===== src/design/bctm_map.vh =====
// Constants for the base capture timer counter
`ifndef BCTM_MAP_VH
`define BCTM_MAP_VH

// Counter width and landmark values
`define BCTM_CNT_W        16
`define BCTM_BOTTOM       16'h0000
`define BCTM_MAX          16'hFFFF

// Clock source select encodings
`define BCTM_SEL_W        2
`define BCTM_SEL_DIV1     2'h0
`define BCTM_SEL_DIV2     2'h1
`define BCTM_SEL_COMP     2'h2
`define BCTM_SEL_EVENT    2'h3

// Operating mode encodings (three bits, eight modes)
`define BCTM_MODE_W       3
`define BCTM_MODE_PERIOD  3'h0
`define BCTM_MODE_TMOUT   3'h1
`define BCTM_MODE_CAPEV   3'h2
`define BCTM_MODE_FREQ    3'h3
`define BCTM_MODE_PW      3'h4
`define BCTM_MODE_FRQPW   3'h5
`define BCTM_MODE_SHOT    3'h6
`define BCTM_MODE_PWM8    3'h7

// Reset values
`define BCTM_RST_CNT      16'h0000
`define BCTM_RST_CMP      16'h0000
`define BCTM_RST_MODE     3'h0
`define BCTM_RST_SEL      2'h0

// Prescaler divide for the halved peripheral clock
`define BCTM_PRE_DIV      2

`endif


===== src/design/bctm_base_counter.v =====
// Base counter of the capture timer: tick choice, TOP compare, waveform out
//
// What this block does
// - Counter ticks from the peripheral clock, the companion timer clock or rising edges of the event input.
// - Clock-source select picks one of the four sources; the chosen tick is registered before use.
// - Companion clock selected: counter advances in step with companion timer.
// - Zero is BOTTOM, all ones across sixteen bits is MAX.
// - TOP is the sequence's highest value; compare value in periodic mode.
// - Control accepts eight mode codes; only periodic and 8-bit PWM differ, the other six count alike.
// - After reset the block runs in periodic-interrupt mode.
// - Output enable drives the waveform onto the pin over the port value.
// - Enable bit starts the counter, advancing on each selected tick.
// - Live count value is readable at any time.
// - Reaching TOP raises the capture flag and emits a capture event.
// - Compare below the count outside PWM mode: count on to MAX and wrap to zero.
// - Periodic mode counts to the compare value, then restarts at BOTTOM.
`include "bctm_map.vh"
`timescale 1ns/1ps
module bctm_base_counter #(
    parameter CNT_W = `BCTM_CNT_W
) (
    // Clock and reset
    input  wire                   CLK,
    input  wire                   SRST,
    // Control
    input  wire                   ENABLE,
    input  wire [`BCTM_SEL_W-1:0] CLOCK_SOURCE_SELECT,
    input  wire [`BCTM_MODE_W-1:0] MODE,
    input  wire                   WAVEFORM_OUTPUT_ENABLE,
    input  wire [CNT_W-1:0]       COMPARE_CAPTURE_VALUE,
    input  wire                   CAPTURE_FLAG_CLEAR,
    // Tick sources
    input  wire                   COMPANION_TIMER_TICK,
    input  wire                   EVENT_IN,
    // Pin
    input  wire                   PORT_OUT_VALUE,
    output reg                    WAVEFORM_OUT_PIN,
    // Status
    output reg  [CNT_W-1:0]       COUNT_VALUE,
    output reg                    CAPTURE_INTERRUPT,
    output reg                    CAPTURE_EVENT,
    output reg  [`BCTM_MODE_W-1:0] MODE_ACTIVE
);
    wire             tick;
    reg  [CNT_W-1:0] cnt_next;
    reg              at_top;
    reg              wave_reg;
    reg              wave_next;
    reg              flag_next;

    // Mode localparams, one-hot form of the mode field
    localparam [7:0] ST_PERIOD = 8'h01;
    localparam [7:0] ST_PWM8   = 8'h80;
    reg  [7:0]       mode_oh;

    // One-hot decode shared by compare and waveform paths
    function [7:0] mode_onehot;
        input [`BCTM_MODE_W-1:0] m;
        begin
            mode_onehot = 8'h01 << m;
        end
    endfunction

    // Prescaler and source selection kept in its own leaf
    bctm_tick_sel #(
        .SEL_W (`BCTM_SEL_W)
    ) u_tick (
        .clk         (CLK),
        .srst        (SRST),
        .sel         (CLOCK_SOURCE_SELECT),
        .comp_tick   (COMPANION_TIMER_TICK),
        .event_level (EVENT_IN),
        .tick_reg    (tick)
    );

    // Compare and next count; PWM mode compares only the low byte
    always @* begin
        mode_oh  = mode_onehot(MODE_ACTIVE);
        cnt_next = COUNT_VALUE;
        at_top   = 1'b0;
        case (mode_oh)
            ST_PWM8: begin
                at_top = (COUNT_VALUE[7:0] == COMPARE_CAPTURE_VALUE[7:0]);
            end
            default: begin
                at_top = (COUNT_VALUE == COMPARE_CAPTURE_VALUE);
            end
        endcase
        if (ENABLE && tick) begin
            if (at_top && (mode_oh == ST_PERIOD || mode_oh == ST_PWM8)) begin
                cnt_next = `BCTM_BOTTOM;
            end else begin
                // Past a lowered TOP the add rolls MAX over to zero
                cnt_next = COUNT_VALUE + {{(CNT_W-1){1'b0}}, 1'b1};
            end
        end
    end

    // Set wins over a clear arriving in the same cycle
    always @* begin
        flag_next = CAPTURE_INTERRUPT;
        if (CAPTURE_FLAG_CLEAR) begin
            flag_next = 1'b0;
        end
        if (ENABLE && tick && at_top) begin
            flag_next = 1'b1;
        end
    end

    // Waveform: high from BOTTOM, low at the duty value (compare high byte) in PWM mode, toggle at TOP otherwise
    always @* begin
        wave_next = wave_reg;
        if (ENABLE && tick) begin
            if (mode_oh == ST_PWM8) begin
                // Low once the count reaches the duty value, so high lasts that many ticks
                if (cnt_next[7:0] == COMPARE_CAPTURE_VALUE[15:8]) begin
                    wave_next = 1'b0;
                end else if (cnt_next[7:0] == 8'h00) begin
                    wave_next = 1'b1;
                end
            end else if (at_top) begin
                wave_next = ~wave_reg;
            end
        end
    end

    // Registered state and outputs
    always @(posedge CLK) begin
        if (SRST) begin
            COUNT_VALUE       <= `BCTM_RST_CNT;
            CAPTURE_INTERRUPT <= 1'b0;
            CAPTURE_EVENT     <= 1'b0;
            MODE_ACTIVE       <= `BCTM_RST_MODE;
            wave_reg          <= 1'b0;
            WAVEFORM_OUT_PIN  <= 1'b0;
        end else begin
            COUNT_VALUE       <= cnt_next;
            CAPTURE_INTERRUPT <= flag_next;
            CAPTURE_EVENT     <= ENABLE & tick & at_top;
            MODE_ACTIVE       <= MODE;
            wave_reg          <= wave_next;
            // Waveform overrides the port value while enabled
            WAVEFORM_OUT_PIN  <= WAVEFORM_OUTPUT_ENABLE ? wave_next : PORT_OUT_VALUE;
        end
    end
endmodule


===== src/design/bctm_tick_sel.v =====
// Tick selector: prescaler and clock source choice for the counter
`timescale 1ns/1ps
`include "bctm_map.vh"
module bctm_tick_sel #(
    parameter SEL_W = `BCTM_SEL_W
) (
    // Clock and reset
    input  wire             clk,
    input  wire             srst,
    // Source choice
    input  wire [SEL_W-1:0] sel,
    input  wire             comp_tick,
    input  wire             event_level,
    // Resulting tick
    output reg              tick_reg
);
    reg       pre_reg;
    reg       ev_q_reg;
    reg       tick_next;

    // Divide-by-two enable; a one-cycle pulse, not a derived clock
    always @(posedge clk) begin
        if (srst) begin
            pre_reg <= 1'b0;
            ev_q_reg <= 1'b0;
        end else begin
            pre_reg <= ~pre_reg;
            ev_q_reg <= event_level;
        end
    end

    // Exactly one source feeds the tick
    always @* begin
        case (sel)
            `BCTM_SEL_DIV1:  tick_next = 1'b1;
            `BCTM_SEL_DIV2:  tick_next = pre_reg;
            `BCTM_SEL_COMP:  tick_next = comp_tick;
            `BCTM_SEL_EVENT: tick_next = event_level & ~ev_q_reg;
            default:         tick_next = 1'b0;
        endcase
    end

    // Registered so the tick never glitches between sources
    always @(posedge clk) begin
        if (srst) begin
            tick_reg <= 1'b0;
        end else begin
            tick_reg <= tick_next;
        end
    end
endmodule


===== config.mk =====
export PLATFORM = sky130hd
export DESIGN_NAME = bctm_base_counter
export DESIGN_NICKNAME = d
export VERILOG_FILES = /design/src/design/bctm_base_counter.v /design/src/design/bctm_tick_sel.v
export VERILOG_INCLUDE_DIRS = /design/src /design/src/design
export SDC_FILE = /design/constraint.sdc
export NUM_CORES = 1
export LEC_CHECK = 0
export CAP_MARGIN = 40
export CORE_MARGIN = 8
export CORE_UTILIZATION = 59
export CTS_BUF_LIST = sky130_fd_sc_hd__clkbuf_2
export DETAILED_ROUTE_END_ITERATION = 8
export DONT_BUFFER_PORTS = 1
export PLACE_DENSITY = 0.78
export SETUP_SLACK_MARGIN = 0.5
export SLEW_MARGIN = 10
export SYNTH_ARGS = -nofsm -noshare
export SYNTH_HDL_FRONTEND = slang
export SYNTH_SLANG_ARGS = --single-unit

===== constraint.sdc =====
create_clock -name CLK -period 2.2 [get_ports CLK]
set_input_delay 0.33 -clock CLK [delete_from_list [all_inputs] [get_ports CLK]]
set_output_delay 0.33 -clock CLK [all_outputs]
set_load 0.02 [all_outputs]

==> metrics.txt <==
status=complete, but fails checks; failing checks=hold timing, setup timing; CP Launch Type=flop; Num CTS Buffers=3; diode count=0; gp weighted congestion=just under 1; post-layout min period=around 2.5 ns; number of synthesized flops with an enable pin=0; initial antenna violation count=0; Tcrit/Tclk final=112.8%; # rows=19; ys async rst share=0%; sequential share of the synthesized area=29.74%; Die Ht=just over 70 um; Worst EP required=~2.5 ns; global-route wire length before repair=approximately 9000 um; hold-fix buffer count after cts=6; HPWL Detailed=slightly below 4000 um; Largest regs=COUNT_VALUE: 16 flops, MODE_ACTIVE: 3 flops; die footprint=just under 5000 um^2; most frequent cells in the layout=buf_4 (40), nor2_1 (15), nand2_1 (12); multi-input gate area in the final layout=~1400 um^2; leakage dissipation=about 1 nW; Layout Nets=approximately 290; Post-Layout Inst Area=between 2000 and 3000 um^2; most common cell after layout, fill and taps aside=buf_4; Setup TNS=-0.5382 ns; Mapped Area=between 1500 and 2000 um^2; Max-slew headroom=between 70% and 80%; kind of critical path=reg2reg; final setup fails=2; via count=~2,100; Initial Utilization=a little over three fifths; YS warnings=0; WP data arrival=2.82 ns; Max Cap Violations=0; Synth area leaders=dfxtp_1 (30%), xnor2_1 (11%), buf_6 (4.5%); pwr dens=376.3 nW/um^2; worst skew pair latency=0.40 ns; Num Clock Sinks=26; Post-Route WL=7784 um; Avg WL per Cell=between 20 and 30 um; H-tree Lvls=1; Gate power share=14.9%; Final Skew=around 0.022 ns; Crit Path Max Fanout=4; Mapped Avg Cell Area=8.623 um^2; Die W=70.47 um; CTS Root Cell=clkbuf_2; Highest Clock Rate=402.9 MHz; GRT Residual Overflow=0; DP Worst Slack=-0.07958 ns; Cell Int Power=around 710 uW; drt initial violations=347; Core ar.=2781 um^2; pin count of the biggest net entering global routing=16; clk slew on worst S/H paths=0.32 ns; Seq pwr share=between 50% and 60%; number of flip-flops in the largest register=16; clock network power share=approximately a third; Ports=51; Reg area=approximately 560 um^2; FILL cells=91; Synth Instances=just over 200; final hold violations=5; vias per cell=between 7 and 8; post-synthesis register bit count=26; Least-Margin Pin Slew=0.4276 ns; placed cell area=2016 um^2; IO Port Bufs=0; crit path capture type=flop; TritonRoute pass-1 iters=8; Worst VDD drop=roughly 0.56 mV; CTS tree=built; post-synth top area cell=dfxtp_1; fraction of layout cells with a size suffix above 1=roughly 47%; Final Slew Violations=0; sw frac=between 20% and 30%; prevailing post-synth register cell=dfxtp_1; Switching Power=approximately 260 uW; Max Buffers Root-to-Sink=2; # DRC=0; HP Class=in2reg; Biggest register=COUNT_VALUE; vias in the first global route=around 1,800; Synth top area share=a little under 30%; post-synth cell types=58; Tot GR Track Use=approximately 22%; Synth-to-Final Area Change=47.11%; syn nets=233; WHS=-0.06792 ns; Final ANT Viol Nets=0; RSZ-0062 raised after global routing=true; final worst slack=-0.2820 ns
==> kinds of logic (layout without fill, tap and decap cells) <==
family	Yosys count	after routing	synth area share, %
AND/OR/NAND/NOR	91	92	29.02
AO/OA/AOI/OAI	40	40	15.51
XOR/XNOR	33	33	19.01
flip-flops	26	26	29.74
buffers and inverters	11	63	5.432
adder cells (fa/ha/maj)	1	1	0.7147
multiplexers	1	1	0.5719
==> power groups by stage <==
stage	logic (mW)	registers, mW	clock network [mW]
finish	0.145	0.489	0.335
CTS	0.114	0.487	0.315
global placement	0.0932	0.497	0
floorplan	0.0733	0.501	0
detailed placement	0.0966	0.498	0
global route	0.150	0.490	0.349
==> path summary, 6_finish.rpt <==
kind | start | slack [ns] | cells after the start | endpoint
setup / recovery | COUNT_VALUE[11]$_SDFFE_PP0P_ | -0.28 | 8 | WAVEFORM_OUT_PIN$_SDFF_PP0_
setup reg to reg | COUNT_VALUE[11]$_SDFFE_PP0P_ | -0.28 | 8 | WAVEFORM_OUT_PIN$_SDFF_PP0_
hold / removal | SRST | -0.07 | 1 | CAPTURE_INTERRUPT$_SDFFE_PP0P_
hold reg to reg | CAPTURE_INTERRUPT$_SDFFE_PP0P_ | 0.63 | 2 | CAPTURE_INTERRUPT$_SDFFE_PP0P_
==> synthesized netlist by cell type, types with 4 or more instances <==
master   instances
dfxtp_1         26
xnor2_1         22
nor2_1          20
nand2_1         16
nor2b_1         12
a21oi_1          8
nand3_1          8
buf_6            7
xor2_1           7
o21ai_0          6
nand4_1          5
and3_1           4
==> cell type report <==
cell class / instances / share of cell area [%]
Clock inverter: 1 / 1.166
Multi-Input combinational cell: 167 / 55.69
Timing Repair Buffer: 57 / 19.14
Tap cell: 31 / 1.506
Inverter: 2 / 0.2915
Sequential cell: 26 / 21.62
Clock buffer: 3 / 0.5831
==> critical path: stages, from the launching register on <==
cell and delay, ns:
dfxtp_2 0.41, xnor2_1 0.26, nand4_1 0.20, o21a_2 0.30, or3_4 0.42, or4_1 0.41, o211a_1 0.16, o211ai_1 0.19
a21oi_1 0.10
==> routing by layer <==
metal	up-vias	share of wire, %	GRT usage (%)
met1	1008	34	22.92
met2	201	48	40.74
li1	835	-	-
met3	69	12	6.638
met4	0	6.8	7.143
met5	-	0	0
==> what timing repair did <==
item / 4_1_cts / 5_1_grt
resized for setup: 30 / 46
cloned: 1 / 0
endpoints found under the setup margin: 19 / 19
buffers inserted: 4 / 8
endpoints found under the hold margin: 11 / 5
pin swaps: 8 / 24
==> stage by stage <==
step           hold WS (ns)  utilization (%)  total power, mW  std cells
2_1_floorplan        0.3924                -           0.5744        203
3_3_place_gp         0.3967            72.47           0.5905        264
3_5_place_dp         0.4034            72.47           0.5946        264
4_1_cts            -0.02565            82.55           0.9156        279
5_1_grt            -0.09360            92.58           0.9897        287
6_report           -0.06792            92.58           0.9690        287
Power figures use the tool's default switching activity.
